--- config.mk ---
export PLATFORM = sky130hd
export DESIGN_NAME = rscr_top
export DESIGN_NICKNAME = d
export VERILOG_FILES = /design/src/rscr_pkg.sv /design/src/rscr_top.sv
export VERILOG_INCLUDE_DIRS = /design/src
export SDC_FILE = /design/constraint.sdc
export NUM_CORES = 1
export LEC_CHECK = 0
export ABC_AREA = 1
export BUFFER_PORTS_ARGS = -buffer_cell sky130_fd_sc_hd__buf_2
export CAP_MARGIN = 5
export CORE_MARGIN = 2
export CORE_UTILIZATION = 26
export DETAILED_ROUTE_END_ITERATION = 10
export PLACE_DENSITY = 0.51
export SLEW_MARGIN = 5
export SYNTH_ARGS = -nofsm -noshare
export SYNTH_HDL_FRONTEND = slang
export SYNTH_SLANG_ARGS = --single-unit
--- constraint.sdc ---
create_clock -name ref_clk -period 1.2 [get_ports ref_clk]
set_clock_uncertainty 0.2 [all_clocks]
set_input_delay 0.24 -clock ref_clk [delete_from_list [all_inputs] [get_ports ref_clk]]
set_output_delay 0.24 -clock ref_clk [all_outputs]
set_load 0.02 [all_outputs]
--- src/rscr_consts.svh ---
// Functional notes
// RAM untouched while reset is applied
// RAM contents undefined after power-on
// program counter forced zero during reset
// stack pointer loads 07h every reset
// interrupts and timers disabled after reset
// port latches written all ones
// registers reset except reset-cause flags
// four config bytes, erased value ones
// copy config bits after each reset
// software reset keeps boot-source bit
// software may change loaded bits later
// unused config bits stay unprogrammed
// zero boundary means external fetch only
// boot bit from inverted boot-select
// boot bit zero selects application area
// brown-out enables from third byte bits
// finish copy before releasing program counter
//
// Purpose: offsets, field positions, reset values and counts
// Assumes: included by the reset-state block
// Notes: register map sits on a small plain port
`ifndef RSCR_CONSTS_SVH
`define RSCR_CONSTS_SVH
// register offsets
`define RSCR_OFF_CTRL 4'h0
`define RSCR_OFF_FLAGS 4'h1
`define RSCR_OFF_INFO 4'h2
`define RSCR_OFF_BOUND 4'h3
// control register fields
`define RSCR_CTRL_BOOT 0
`define RSCR_CTRL_BOD 1
`define RSCR_CTRL_BOR 2
`define RSCR_CTRL_SWRST 7
// flag register fields
`define RSCR_FLAG_SW 0
`define RSCR_FLAG_BOR 2
`define RSCR_FLAG_WDT 3
`define RSCR_FLAG_POR 4
// status register fields
`define RSCR_INFO_EXT 0
`define RSCR_INFO_BOOT 1
`define RSCR_INFO_HOLD 2
// config byte fields
`define RSCR_CFG0_BOOTSEL 7
`define RSCR_CFG2_BOD 7
`define RSCR_CFG2_BOR 4
// reset values
`define RSCR_PC_RESET 16'h0000
`define RSCR_SP_RESET 8'h07
`define RSCR_PORT_RESET 8'hff
`define RSCR_CFG_ERASED 8'hff
`define RSCR_BOUND_NONE 8'h00
// cycles spent copying config bits
`define RSCR_LOAD_CYCLES 2'd2
`endif

--- src/rscr_pkg.sv ---
// Purpose: shared types of the reset-state block
// Assumes: constants come from rscr_consts.svh
// Notes: types only
`default_nettype none
package rscr_pkg;
    // sequencer states
    typedef enum logic [1:0] {ST_HOLD, ST_LOAD, ST_RUN} rscr_state_e;
    // four non-volatile config bytes
    typedef struct packed {
        logic [7:0] byte3;
        logic [7:0] byte2;
        logic [7:0] byte1;
        logic [7:0] byte0;
    } rscr_cfg_s;
    // architectural values the core takes on while held
    typedef struct packed {
        logic [15:0] pc;
        logic [7:0] sp;
        logic [31:0] portLatch;
        logic intEnable;
        logic timerEnable;
    } rscr_arch_s;
    // register port request
    typedef struct packed {
        logic [3:0] addr;
        logic [7:0] wdata;
        logic wr;
        logic rd;
    } rscr_bus_s;
endpackage
`default_nettype wire

--- src/rscr_top.sv ---
// Purpose: reset state forcing and config-bit reload
// Assumes: sys_rst is the power-on reset, other sources are pins
// Notes: one clock, clkEn freezes every flip-flop
//
// Added by the designer: strobed register access and the register offsets.
`timescale 1ns/1ps
`default_nettype none
`include "rscr_consts.svh"
module rscr_top (
    // clock, reset, enable
    input wire logic ref_clk,
    input wire logic sys_rst,
    input wire logic clkEn,
    // reset sources from outside the clock domain
    input wire logic rstPin,
    input wire logic wdtTimeout,
    input wire logic brownout,
    // non-volatile config bytes
    input wire rscr_pkg::rscr_cfg_s cfgBytes,
    // register port
    input wire rscr_pkg::rscr_bus_s busReq,
    output logic [7:0] busRdata,
    // core-facing reset state
    output logic cpuHold,
    output rscr_pkg::rscr_arch_s archInit,
    output logic ramWriteBlock,
    output logic ramUndefined,
    // loaded settings
    output logic bootFromLoader,
    output logic fetchExternal,
    output logic brownoutDetectEn,
    output logic brownoutResetEn
);
    import rscr_pkg::*;

    // two-flop synchronisers for pin sources
    logic [2:0] syncA_reg;
    logic [2:0] syncB_reg;
    // sequencer
    rscr_state_e state_reg;
    logic [1:0] loadCnt_reg;
    // true while only a software reset caused the hold
    logic swOnly_reg;
    // software reset request, one cycle
    logic swReq_reg;
    // loaded control bits
    logic boot_source_bit_reg;
    logic brownout_detect_enable_reg;
    logic brownout_reset_enable_reg;
    logic [7:0] code_flash_boundary_reg;
    // reset-cause flags
    logic flagSw_reg;
    logic flagBor_reg;
    logic flagWdt_reg;
    logic flagPor_reg;
    // architectural init values
    rscr_arch_s arch_reg;
    logic [7:0] rdata_reg;
    // boundary decode kept in a flip-flop beside the boundary it mirrors
    logic fetchExt_reg;
    // register views assembled from the field positions
    logic [7:0] ctrlView;
    logic [7:0] flagView;
    logic [7:0] infoView;

    // synchronised sources
    logic pinSync;
    logic wdtSync;
    logic borSync;
    logic borTrip;
    logic hwSrc;
    logic anySrc;
    logic wrCtrl;
    logic wrFlags;

    assign pinSync = syncB_reg[0];
    assign wdtSync = syncB_reg[1];
    assign borSync = syncB_reg[2];
    // brown-out resets only while the reset enable is on
    assign borTrip = borSync & brownout_reset_enable_reg;
    assign hwSrc = pinSync | wdtSync | borTrip;
    assign anySrc = hwSrc | swReq_reg;

    // address decode, shared by write paths
    function automatic logic hit(input logic [3:0] a, input logic [3:0] off);
        hit = (a == off);
    endfunction

    assign wrCtrl = busReq.wr & hit(busReq.addr, `RSCR_OFF_CTRL);
    assign wrFlags = busReq.wr & hit(busReq.addr, `RSCR_OFF_FLAGS);

    // synchroniser chain, first stage read only by second
    always_ff @(posedge ref_clk) begin
        if (sys_rst) begin
            syncA_reg <= 3'h0;
            syncB_reg <= 3'h0;
        end else if (clkEn) begin
            syncA_reg <= {brownout, wdtTimeout, rstPin};
            syncB_reg <= syncA_reg;
        end
    end

    // software reset strobe from the control register
    always_ff @(posedge ref_clk) begin
        if (sys_rst) begin
            swReq_reg <= 1'b0;
        end else if (clkEn) begin
            // only taken while running, so a pending hold is not extended
            swReq_reg <= wrCtrl & busReq.wdata[`RSCR_CTRL_SWRST] & (state_reg == ST_RUN);
        end
    end

    // reset sequencer: hold while any source, then copy, then run
    always_ff @(posedge ref_clk) begin
        if (sys_rst) begin
            // power-on enters hold so the copy follows release
            state_reg <= ST_HOLD;
            loadCnt_reg <= 2'd0;
        end else if (clkEn) begin
            case (state_reg)
                ST_HOLD: begin
                    // stay held as long as a source remains
                    if (!anySrc) begin
                        state_reg <= ST_LOAD;
                        loadCnt_reg <= 2'd0;
                    end
                end
                ST_LOAD: begin
                    if (anySrc) begin
                        // a new source restarts the hold
                        state_reg <= ST_HOLD;
                    end else if (loadCnt_reg == `RSCR_LOAD_CYCLES - 2'd1) begin
                        // copy done before the counter is released
                        state_reg <= ST_RUN;
                    end else begin
                        loadCnt_reg <= loadCnt_reg + 2'd1;
                    end
                end
                ST_RUN: begin
                    if (anySrc) begin
                        state_reg <= ST_HOLD;
                    end
                end
                default: begin
                    state_reg <= ST_HOLD;
                end
            endcase
        end
    end

    // track whether the current hold came only from software
    always_ff @(posedge ref_clk) begin
        if (sys_rst) begin
            // power-on is not a software reset
            swOnly_reg <= 1'b0;
        end else if (clkEn) begin
            if (hwSrc) begin
                swOnly_reg <= 1'b0;
            end else if (swReq_reg) begin
                swOnly_reg <= 1'b1;
            end else if (state_reg == ST_RUN) begin
                swOnly_reg <= 1'b0;
            end
        end
    end

    // config-derived control bits; software owns them while running
    always_ff @(posedge ref_clk) begin
        if (sys_rst) begin
            // erased config values until the first copy
            boot_source_bit_reg <= 1'b0;
            brownout_detect_enable_reg <= 1'b1;
            brownout_reset_enable_reg <= 1'b1;
            code_flash_boundary_reg <= `RSCR_CFG_ERASED;
        end else if (clkEn) begin
            if (state_reg == ST_LOAD) begin
                // boot bit is kept across a software-only reset
                if (!swOnly_reg) begin
                    boot_source_bit_reg <= ~cfgBytes.byte0[`RSCR_CFG0_BOOTSEL];
                end
                brownout_detect_enable_reg <= cfgBytes.byte2[`RSCR_CFG2_BOD];
                brownout_reset_enable_reg <= cfgBytes.byte2[`RSCR_CFG2_BOR];
                code_flash_boundary_reg <= cfgBytes.byte1;
            end else if (state_reg == ST_RUN && wrCtrl) begin
                // free software access after the copy
                boot_source_bit_reg <= busReq.wdata[`RSCR_CTRL_BOOT];
                brownout_detect_enable_reg <= busReq.wdata[`RSCR_CTRL_BOD];
                brownout_reset_enable_reg <= busReq.wdata[`RSCR_CTRL_BOR];
            end
        end
    end

    // reset-cause flags: power-on clears all but the power-on flag, which it sets; a write of one clears them, set beats clear
    always_ff @(posedge ref_clk) begin
        if (sys_rst) begin
            flagSw_reg <= 1'b0;
            flagBor_reg <= 1'b0;
            flagWdt_reg <= 1'b0;
            flagPor_reg <= 1'b1;
        end else if (clkEn) begin
            // write one clears, but a same-cycle event still sets
            if (swReq_reg) begin
                flagSw_reg <= 1'b1;
            end else if (wrFlags && busReq.wdata[`RSCR_FLAG_SW]) begin
                flagSw_reg <= 1'b0;
            end
            if (borTrip) begin
                flagBor_reg <= 1'b1;
            end else if (wrFlags && busReq.wdata[`RSCR_FLAG_BOR]) begin
                flagBor_reg <= 1'b0;
            end
            if (wdtSync) begin
                flagWdt_reg <= 1'b1;
            end else if (wrFlags && busReq.wdata[`RSCR_FLAG_WDT]) begin
                flagWdt_reg <= 1'b0;
            end
            if (wrFlags && busReq.wdata[`RSCR_FLAG_POR]) begin
                flagPor_reg <= 1'b0;
            end
        end
    end

    // fetch decision registered so the fetch unit never sees a decode glitch
    always_ff @(posedge ref_clk) begin
        if (sys_rst) begin
            // erased boundary is not zero, so internal fetch until the copy
            fetchExt_reg <= 1'b0;
        end else if (clkEn) begin
            if (state_reg == ST_LOAD) begin
                // loaded in the same cycles as the boundary byte itself
                fetchExt_reg <= (cfgBytes.byte1 == `RSCR_BOUND_NONE);
            end
        end
    end

    // architectural init values presented to the core
    always_ff @(posedge ref_clk) begin
        if (sys_rst) begin
            arch_reg.pc <= `RSCR_PC_RESET;
            arch_reg.sp <= `RSCR_SP_RESET;
            arch_reg.portLatch <= {4{`RSCR_PORT_RESET}};
            arch_reg.intEnable <= 1'b0;
            arch_reg.timerEnable <= 1'b0;
        end else if (clkEn) begin
            // constants every cycle, the core loads them while held
            arch_reg.pc <= `RSCR_PC_RESET;
            arch_reg.sp <= `RSCR_SP_RESET;
            arch_reg.portLatch <= {4{`RSCR_PORT_RESET}};
            arch_reg.intEnable <= 1'b0;
            arch_reg.timerEnable <= 1'b0;
        end
    end

    // read views; positions come from the field constants, the rest reads zero
    always_comb begin
        ctrlView = 8'h00;
        flagView = 8'h00;
        infoView = 8'h00;
        // control bits as software left them or as the copy loaded them
        ctrlView[`RSCR_CTRL_BOOT] = boot_source_bit_reg;
        ctrlView[`RSCR_CTRL_BOD] = brownout_detect_enable_reg;
        ctrlView[`RSCR_CTRL_BOR] = brownout_reset_enable_reg;
        // reset causes; the pin source has no flag of its own
        flagView[`RSCR_FLAG_SW] = flagSw_reg;
        flagView[`RSCR_FLAG_BOR] = flagBor_reg;
        flagView[`RSCR_FLAG_WDT] = flagWdt_reg;
        flagView[`RSCR_FLAG_POR] = flagPor_reg;
        // status lets software see where the next boot will fetch from
        infoView[`RSCR_INFO_EXT] = fetchExternal;
        infoView[`RSCR_INFO_BOOT] = bootFromLoader;
        infoView[`RSCR_INFO_HOLD] = cpuHold;
    end

    // read data, one cycle after the strobe
    always_ff @(posedge ref_clk) begin
        if (sys_rst) begin
            rdata_reg <= 8'h00;
        end else if (clkEn) begin
            if (busReq.rd) begin
                case (busReq.addr)
                    `RSCR_OFF_CTRL: begin
                        // reset strobe reads as zero
                        rdata_reg <= ctrlView;
                    end
                    `RSCR_OFF_FLAGS: begin
                        rdata_reg <= flagView;
                    end
                    `RSCR_OFF_INFO: begin
                        rdata_reg <= infoView;
                    end
                    `RSCR_OFF_BOUND: begin
                        rdata_reg <= code_flash_boundary_reg;
                    end
                    default: begin
                        // unmapped reads zero
                        rdata_reg <= 8'h00;
                    end
                endcase
            end else begin
                rdata_reg <= 8'h00;
            end
        end
    end

    // core held in hold and copy states
    assign cpuHold = (state_reg != ST_RUN);
    // no RAM writes while held; RAM itself is never cleared
    assign ramWriteBlock = cpuHold;
    // power-on flag doubles as the RAM-undefined marker
    assign ramUndefined = flagPor_reg;
    assign archInit = arch_reg;
    assign busRdata = rdata_reg;
    // boot source seen by the fetch unit after release
    assign bootFromLoader = boot_source_bit_reg;
    // zero boundary means no internal application area
    assign fetchExternal = fetchExt_reg;
    assign brownoutDetectEn = brownout_detect_enable_reg;
    assign brownoutResetEn = brownout_reset_enable_reg;
endmodule
`default_nettype wire

==> impl_metrics.py, run 1 <==
metrics = {
    "global_route": {
        "grt_pass1_vias": 1789,
        "grt_antenna_before_repair": 0,
        "grt_overflow": 0,
        "track_usage_pct": 12.4,
        "use_met3_pct": 3.03,
        "top_usage_layer": "met2",
        "grt_use_met2_pct": 21.0,
        "grt_max_degree": 21,
        "met1_usage_pct": 15.5,
        "grt_pass1_wl_mm": 8.50,
    },
    "pwr": {
        "power.density_mw_per_mm2": 1020,
        "leakagePower_nw": 1.46,
        "peakVddDrop_mv": 0.666,
    },
    "logic_synthesis": {
        "synth_flop_cell": "dfxtp_1",
        "synth-seq-cells": 36,
        "syn_area_sq_mm": 0.00215,
        "yosysWarnings": 0,
        "synthTopCellsByArea": "dfxtp_1 34%, buf_4 21%, nand2_1 10%, nand3_1 4.7%, a21oi_1 4.2%",
        "async_reset_ff_share_pct": 0,
        "synth_edf_count": 0,
        "synth_seq_area_share_pct": 33.5,
        "synth_top_area_share_pct": 33.5,
        "synth_top_cell_by_area": "dfxtp_1",
        "ys_types": 29,
        "avgSynthCellArea_sq_um": 7.39,
        "syn-instance-count": 291,
    },
    "sta": {
        "setup_viol": 24,
        "worst_slack_ns": -0.230,
        "period_share_pct": 119,
        "finalHoldViolCount": 0,
        "fin_crit_ns": 1.43,
        "max_freq_mhz": 699,
        "rsz0062_at_grt": "true",
        "drv_slew": 0,
        "fin_tns_setup_ns": -3.05,
    },
    "drt": {
        "routed_via_density": 4.07,
        "ant_nets": 0,
        "first_iter_violations": 54,
        "drc": 0,
        "wl_per_cell_um": 10.9,
        "via_count": 2000,
        "drt_first_pass_iters": 4,
        "finalWirelength_mm": 5.37,
    },
    "status": {
        "failed_checks": "negative setup slack",
        "outcome": "complete, but fails checks",
    },
    "cts": {
        "cts_tree": "built",
        "clock-root-buffer": "clkbuf_8",
        "numCtsBuffers": 5,
        "insertion_delay_ns": 0.29,
        "clk_path_buf_depth": 2,
        "htreeDepth": 2,
        "clkTransAtPathRegs_ns": 0.08,
        "clock-sinks": 36,
    },
    "final_layout": {
        "fin_nets": 438,
        "n_antenna_cell": 0,
        "final_cell_mix": "58 x conb_1, 46 x nand2_1, 33 x buf_4, 28 x buf_2, 21 x buf_6",
        "drive_gt1_share_pct": 43.8,
        "synthToLayoutAreaGrowth_pct": 44.0,
        "final_cells": 491,
        "layout_commonest_cell": "conb_1",
        "utilization_pct": 38.1,
    },
    "placement": {
        "port_buffers": 43,
        "dp.cells": 456,
        "dp_hpwl_mm": 3.86,
        "gp_congestion": 0.880,
    },
    "critical_path": {
        "cp.arrival_ns": 0.99,
        "crit_type": "flip-flop to output pin",
        "crit_path_start_kind": "flip-flop",
        "crit_path_end_kind": "output pin",
        "worstPathMaxFanout": 3,
        "critical_path_required_ns": 0.76,
    },
    "flow_run": {
        "maxCapViolCount": 0,
    },
    "floorplan": {
        "ios": 125,
        "die_y_um": 94.9,
        "start_util_pct": 26.4,
        "rows": 33,
        "core_sq_mm": 0.00813,
        "die_area_sq_mm": 0.00901,
        "die_w_um": 94.9,
    },
    "hold_path": {
        "min_path_type": "input pin to flip-flop",
    },
}
## cells by family (layout without fill, tap and decap cells)
logic type	count (synthesis)	in the layout	share of synthesized area, %
adder cells (fa/ha/maj)	1	1	0.582
AND/OR/NAND/NOR	127	127	30.0
buffers and inverters	89	128	26.5
flip-flops	36	36	33.5
AO/OA/AOI/OAI	36	36	9.08
other	2	58	0.349
## routing by layer
| metal | part of all wire (%) | up-vias |
|---|---|---|
| met5 | 0 | - |
| met3 | 6.6 | 7 |
| met1 | 44 | 900 |
| met4 | 1.1 | 0 |
| li1 | - | 1018 |
| met2 | 48 | 75 |
## path summary, 6_finish.rpt
path	start	to	slack [ns]	depth (start not counted)
setup / recovery	state_reg[0]	cpuHold	-0.23	4
hold / removal	cfgBytes[23]	brownoutDetectEn	0.006	3
setup reg to reg	state_reg[0]	bootFromLoader	-0.19	9
hold reg to reg	busRdata[0]	busRdata[0]	0.26	2
## synthesized netlist by cell type (3+ instances only)
library cell,count
a21oi_1,18
dfxtp_1,36
clkbuf_1,3
o21ai_0,9
nand4_1,9
inv_2,5
nor2_1,21
o211ai_1,5
inv_1,16
nand2_4,3
buf_4,61
nand3_1,20
nand2_1,60
buf_2,3
## where the power goes
part / internal, W / switching (W)
Combinational: 0.000380 / 0.000562
Clock: 0.000458 / 0.000441
Sequential: 0.00126 / 0.0000587
Total: 0.00210 / 0.00106
## stage by stage
step | instance area (sq um) | hold WS, ns | power (W) | setup slack (ns)
after detailed placement | 2480 | 0.253 | 0.00205 | -0.222
final | 3100 | 0.00570 | 0.00316 | -0.230
after global routing | 3100 | 0.00237 | 0.00334 | -0.291
after floorplan | 2410 | 0.153 | 0.00197 | -0.0616
after CTS | 2970 | 0.00711 | 0.00311 | -0.234
after global placement | 2480 | 0.249 | 0.00205 | -0.201
## worst max-delay path: stages (launching register included)
cell and delay (ns):
dfxtp_2 0.34, inv_4 0.08, nand2_4 0.05, buf_6 0.11
buf_6 0.12
## what timing repair did
action,in CTS,in global routing
pin swaps,11,13
gates resized for setup,67,30
setup buffers,10,3
hold endpoints to repair,13,0
setup endpoints to repair,33,34
cloned,1,0
hold buffers,13,0
## area by class of cell
type	instances	area, sq um
clock buffers	6	82.6
multi-input cells	222	1230
inverters	22	92.6
clock inverters	2	10.0
well taps	105	131
fillers	859	5040
repair buffers	97	790
flip-flops and latches	36	751
repair inverters	1	6.26
Note: power is estimated with default switching activity, not from simulation.
==> run 2, diff against run 1 <==
--- a/config.mk
+++ b/config.mk
@@ -6,13 +6,13 @@
 export SDC_FILE = /design/constraint.sdc
 export NUM_CORES = 1
 export LEC_CHECK = 0
-export ABC_AREA = 1
 export BUFFER_PORTS_ARGS = -buffer_cell sky130_fd_sc_hd__buf_2
 export CAP_MARGIN = 5
 export CORE_MARGIN = 2
 export CORE_UTILIZATION = 26
 export DETAILED_ROUTE_END_ITERATION = 10
-export PLACE_DENSITY = 0.51
+export GPL_ROUTABILITY_DRIVEN = 0
+export PLACE_DENSITY = 0.52
 export SLEW_MARGIN = 5
 export SYNTH_ARGS = -nofsm -noshare
 export SYNTH_HDL_FRONTEND = slang
==> constraint.sdc (replaced) <==
create_clock -name ref_clk -period 1.2 [get_ports ref_clk]
set_clock_uncertainty 0.2 [all_clocks]
set_input_delay 0.12 -clock ref_clk [delete_from_list [all_inputs] [get_ports ref_clk]]
set_output_delay 0.12 -clock ref_clk [all_outputs]
set_load 0.02 [all_outputs]
==> run 2 against run 1 <==
- combinational power shrank 33%
- clock-buffer cell count did not move
- final area shrank 3.7%
- the flow finishes with violations (negative hold slack, negative setup slack)
- sequential share of layout area grew 0.52 points
==> impl_metrics.py, run 2 <==
metrics = {
    "logic_synthesis": {
        "synth_seq_area_share_pct": 34.5,
        "synth.most_common_cell": "buf_4",
        "async_reset_ff_share_pct": 0,
        "syn_area_sq_mm": 0.00209,
        "ys_top_cells_by_count": "59 x buf_4, 36 x dfxtp_1, 21 x nand2_1",
        "ys_types": 44,
        "synth-seq-cells": 36,
        "synth_edf_count": 0,
        "synth_flop_cell": "dfxtp_1",
        "syn-instance-count": 227,
        "yosysWarnings": 0,
        "synth_top_area_share_pct": 34.5,
        "avgSynthCellArea_sq_um": 9.19,
        "synth_top_cell_by_area": "dfxtp_1",
        "synthTopCellsByArea": "dfxtp_1 35%, buf_4 21%, mux2i_1 5.3%, nand2_1 3.8%, nand3b_1 3.2%",
    },
    "sta": {
        "setup_viol": 23,
        "fin_crit_ns": 1.51,
        "worst_slack_ns": -0.312,
        "drv_slew": 0,
        "rsz0062_at_grt": "true",
        "period_share_pct": 126,
        "finalHoldViolCount": 1,
        "max_freq_mhz": 661,
        "holdWs_ns": -0.00144,
    },
    "global_route": {
        "grt_max_degree": 13,
        "grt_overflow": 0,
        "track_usage_pct": 11.2,
        "grt_pass1_wl_mm": 7.78,
        "grt_antenna_before_repair": 0,
        "grt_pass1_vias": 1597,
    },
    "final_layout": {
        "final_cell_mix": "58 x conb_1, 38 x buf_2, 29 x buf_4, 28 x dfxtp_1, 20 x nand2_1",
        "final_area_sq_mm": 0.00298,
        "layout_commonest_cell": "conb_1",
        "fin_nets": 376,
        "synthToLayoutAreaGrowth_pct": 42.8,
        "drive_gt1_share_pct": 39.2,
        "n_antenna_cell": 0,
    },
    "critical_path": {
        "critPathBufInv": 1,
        "critical_path_required_ns": 1.17,
        "cp.arrival_ns": 1.48,
        "crit_path_start_kind": "flip-flop",
        "crit_family": "compound AO/OA/AOI/OAI gates",
        "slowest_delay_ns": 0.43,
        "cp_slowest_cell": "a2111oi_4",
        "crit_path_end_kind": "flip-flop",
        "worstPathMaxFanout": 3,
        "crit_chain": "a2111oi_4 > buf_4 > a311o_1 > o41ai_2",
        "crit_type": "flip-flop to flip-flop",
    },
    "drt": {
        "ant_nets": 0,
        "via_count": 1708,
        "drc": 0,
        "finalWirelength_mm": 4.87,
        "drt_first_pass_iters": 4,
        "routed_via_density": 4.01,
        "wl_per_cell_um": 11.4,
        "first_iter_violations": 66,
    },
    "pwr": {
        "peakVddDrop_mv": 0.465,
        "power.density_mw_per_mm2": 1110,
        "leakagePower_nw": 1.40,
    },
    "cts": {
        "clkTransAtPathRegs_ns": 0.08,
        "clock-sinks": 36,
        "htreeDepth": 2,
        "numCtsBuffers": 5,
        "clock-root-buffer": "clkbuf_8",
        "insertion_delay_ns": 0.28,
        "clk_path_buf_depth": 2,
        "cts_tree": "built",
    },
    "status": {
        "failed_checks": "negative hold slack, negative setup slack",
        "outcome": "complete, but fails checks",
    },
    "floorplan": {
        "die_y_um": 93.6,
        "die_w_um": 93.6,
        "rows": 32,
        "ios": 125,
        "core_sq_mm": 0.00777,
        "start_util_pct": 26.9,
        "die_area_sq_mm": 0.00876,
    },
    "placement": {
        "placed_cell_area_sq_mm": 0.00243,
        "pre_cts_ws_ns": -0.301,
        "port_buffers": 43,
        "dp_hpwl_mm": 3.65,
    },
    "hold_path": {
        "min_path_type": "input pin to flip-flop",
    },
    "flow_run": {
        "maxCapViolCount": 0,
    },
}
-- run 2: cell count changes after synthesis, sizes merged, moves of 6 or more --
cell / delta
nand2: -43
nand3: -19
inv: -17
nor2: -14
a21oi: -12
mux2i: +11
nand3b: +8
nand4: -8
o21ai: -8
and3b: +6
-- run 2: metrics by stage --
stage	instances	TNS, ns	util, %	total power (W)	hold slack [ns]
after floorplan	283	-1.38	-	0.00179	0.0297
after global placement	393	-3.15	31.3	0.00181	0.145
after detailed placement	393	-3.71	31.3	0.00182	0.143
after CTS	424	-3.84	37.6	0.00332	0.00150
after global routing	426	-5.21	38.4	0.00346	0.0550
final	426	-3.77	38.4	0.00330	-0.00144
-- run 2: report_power, final --
| part | switching [W] | total (W) | internal (W) |
|---|---|---|---|
| sequential | 0.0000314 | 0.00127 | 0.00124 |
| clock | 0.000440 | 0.00140 | 0.000956 |
| combinational | 0.000368 | 0.000635 | 0.000267 |
-- run 2: cells by family after synthesis --
family | Yosys count | synth area share [%]
buffers and inverters | 73 | 24.1
other | 2 | 0.360
and+or+nand+nor | 68 | 19.3
DFF | 36 | 34.5
muxes | 14 | 7.97
adders and majority gates | 1 | 0.599
AOI/OAI and AO/OA | 33 | 13.1
-- run 2: timing repair --
action,in CTS,in global routing
gates resized for setup,31,11
buffers inserted,5,2
endpoints found under the setup margin,25,28
pin swaps,7,6
hold endpoints to repair,19,0
hold buffers,18,0
-- run 2: final timing paths --
path                              startpoint                to  slack (ns)  cells after the start
worst max-delay path            syncB_reg[2]    loadCnt_reg[1]       -0.31                      4
worst min-delay path                 sys_rst  brownoutDetectEn      -0.001                      3
worst max register to register  syncB_reg[2]    loadCnt_reg[1]       -0.31                      4
worst min register to register   busRdata[6]       busRdata[6]        0.27                      1
-- run 2: area by class of cell --
type                            instances  area [sq um]
Inverter                                5          21.3
Tap cell                              102           128
Multi-Input combinational cell        174          1160
Clock buffer                            6          93.8
Timing Repair Buffer                  101           777
Sequential cell                        36           738
Clock inverter                          2          60.1
Fill cell                             804          4790
-- run 2: worst register-to-register path: stages, from the launching register on --
cell	delay (ns)
dfxtp_2	0.34
a2111oi_4	0.43
buf_4	0.19
a311o_1	0.17
o41ai_2	0.07
-- run 2: metal layers --
| layer | vias to the layer above | routed length (um) | global-route usage, % |
|---|---|---|---|
| li1 | 870 | - | - |
| met1 | 766 | 2160 | 13.9 |
| met2 | 68 | 2380 | 19.2 |
| met3 | 4 | 286 | 2.58 |
| met4 | 0 | 43 | 3.74 |
| met5 | - | 0 | 0 |
==> run 3, diff against run 2 <==
--- a/config.mk
+++ b/config.mk
@@ -6,13 +6,14 @@
 export SDC_FILE = /design/constraint.sdc
 export NUM_CORES = 1
 export LEC_CHECK = 0
+export ABC_AREA = 1
 export BUFFER_PORTS_ARGS = -buffer_cell sky130_fd_sc_hd__buf_2
 export CAP_MARGIN = 5
 export CORE_MARGIN = 2
 export CORE_UTILIZATION = 26
 export DETAILED_ROUTE_END_ITERATION = 10
 export GPL_ROUTABILITY_DRIVEN = 0
-export PLACE_DENSITY = 0.52
+export PLACE_DENSITY = 0.51
 export SLEW_MARGIN = 5
 export SYNTH_ARGS = -nofsm -noshare
 export SYNTH_HDL_FRONTEND = slang
==> run 3 against run 2 <==
- the flow still finishes with violations (negative hold slack, negative setup slack)
- sequential cell count is the same
- highest routed layer unchanged
- critical path depth grew 1
- largest cell class unchanged
- core utilization shrank 1.8 points
- critical endpoint is now fetchExternal
- largest power group is now registers
- global-route usage grew 1.0 points
- clock power shrank 23%
- worst hold slack lost 0.011 ns
==> impl_metrics.py, run 3 (synthesis gave the netlist of run 1 again) <==
metrics = {
    "floorplan": {
        "rows": 33,
        "ios": 125,
        "die_y_um": 94.9,
        "die_w_um": 94.9,
        "core_sq_mm": 0.00813,
        "start_util_pct": 26.4,
        "die_area_sq_mm": 0.00901,
    },
    "pwr": {
        "leakagePower_nw": 1.42,
        "power.density_mw_per_mm2": 1110,
        "peakVddDrop_mv": 0.584,
        "post-layout-total-power_w": 0.00329,
    },
    "final_layout": {
        "utilization_pct": 36.6,
        "drive_gt1_share_pct": 37.6,
        "final_cell_mix": "58 x conb_1, 50 x nand2_1, 39 x buf_2, 28 x dfxtp_1, 28 x buf_4",
        "synthToLayoutAreaGrowth_pct": 38.4,
        "fin_nets": 435,
        "final_cells": 488,
        "layout_commonest_cell": "conb_1",
        "n_antenna_cell": 0,
    },
    "sta": {
        "fin_crit_ns": 1.40,
        "rsz0062_at_grt": "true",
        "finalHoldViolCount": 1,
        "holdWs_ns": -0.0127,
        "setup_viol": 21,
        "period_share_pct": 116,
        "drv_slew": 0,
        "worst_slack_ns": -0.197,
        "max_freq_mhz": 716,
    },
    "hold_path": {
        "min_path_cells": 4,
        "min_path_type": "input pin to flip-flop",
    },
    "critical_path": {
        "cp.arrival_ns": 1.43,
        "rr_worst_depth": 6,
        "crit_type": "input pin to flip-flop",
        "cp_slowest_cell": "dlygate4sd3_1",
        "crit_path_start_kind": "input pin",
        "worstPathMaxFanout": 2,
        "slowest_delay_ns": 0.57,
        "critical_path_required_ns": 1.23,
        "crit_chain": "buf_2 > dlygate4sd3_1 > nor4_1 > nand3_2 > a21oi_2",
        "crit_path_end_kind": "flip-flop",
    },
    "drt": {
        "wl_per_cell_um": 11.1,
        "first_iter_violations": 52,
        "ant_nets": 0,
        "via_count": 1966,
        "drc": 0,
        "finalWirelength_mm": 5.40,
        "drt_first_pass_iters": 4,
        "routed_via_density": 4.03,
    },
    "placement": {
        "dp_hpwl_mm": 3.92,
        "pre_cts_ws_ns": -0.161,
        "port_buffers": 43,
        "dp.cells": 455,
    },
    "cts": {
        "clkTransAtPathRegs_ns": 0.08,
        "clock-root-buffer": "clkbuf_8",
        "cts_tree": "built",
        "clk_path_buf_depth": 2,
        "htreeDepth": 2,
        "numCtsBuffers": 5,
        "insertion_delay_ns": 0.29,
        "clock-sinks": 36,
    },
    "global_route": {
        "grt_pass1_wl_mm": 8.54,
        "grt_antenna_before_repair": 0,
        "grt_max_degree": 17,
        "track_usage_pct": 12.2,
        "grt_overflow": 0,
        "grt_pass1_vias": 1842,
    },
    "status": {
        "failed_checks": "negative hold slack, negative setup slack",
        "outcome": "complete, but fails checks",
    },
    "flow_run": {
        "maxCapViolCount": 0,
    },
}
[run 3: changes by cell type in the layout (fill, tap and decap cells not counted), moves of 8 or more]
cell      delta
a21oi_1     +13
inv_1        +8
mux2i_1     -10
nand2_1     +30
nand3_2     +10
nand3b_1     -8
nand4_1      +8
nor2_1       +9
[run 3: routing by layer]
layer / vias to the layer above / track usage, % / wire length [um]
li1: 1009 / - / -
met1: 881 / 15.4 / 2420
met2: 74 / 21.4 / 2640
met3: 2 / 2.79 / 320
met4: 0 / 2.54 / 15
met5: - / 0 / 0
[run 3: area by class of cell]
class,count,area (sq um)
fillers,880,5160
clock buffers,5,68.8
multi-input cells,222,1220
inverters,22,92.6
repair inverters,1,6.26
repair buffers,94,686
clock inverters,3,41.3
well taps,105,131
flip-flops and latches,36,733
[run 3: worst paths after layout]
check / start / end / slack (ns)
worst min register to register: ramUndefined / ramUndefined / 0.26
worst max register to register: state_reg[0] / code_flash_boundary_reg[1] / -0.15
worst max-delay path: cfgBytes[8] / fetchExternal / -0.20
worst min-delay path: busReq[3] / brownoutDetectEn / -0.01
[run 3: worst max-delay path: cells and delay by family]
family | cells | cell delay, ns
buffers and inverters | 2 | 0.67
AND/OR/NAND/NOR | 2 | 0.49
AO/OA/AOI/OAI | 1 | 0.14
[run 3: power breakdown]
| group | leakage, nW | internal [W] | switching (W) | total, W |
|---|---|---|---|---|
| logic | 1.07 | 0.000342 | 0.000551 | 0.000893 |
| clock network | 0.0585 | 0.000617 | 0.000468 | 0.00108 |
| registers | 0.295 | 0.00126 | 0.0000514 | 0.00132 |
[run 3: through the flow]
stage | hold WS, ns | setup TNS (ns) | area, sq um
finish | -0.0127 | -2.01 | 2980
global route | 0.0212 | -3.69 | 2980
CTS | -0.00869 | -2.30 | 2930
detailed placement | 0.138 | -2.49 | 2460
global placement | 0.142 | -2.19 | 2460
floorplan | 0.0332 | -0.361 | 2400
[run 3: timing repair]
action	4_1_cts	5_1_grt
gates resized for setup	36	15
hold buffers	19	0
setup buffers	5	0
pin swaps	16	10
endpoints found under the setup margin	22	26
cloned	1	0
endpoints found under the hold margin	19	0
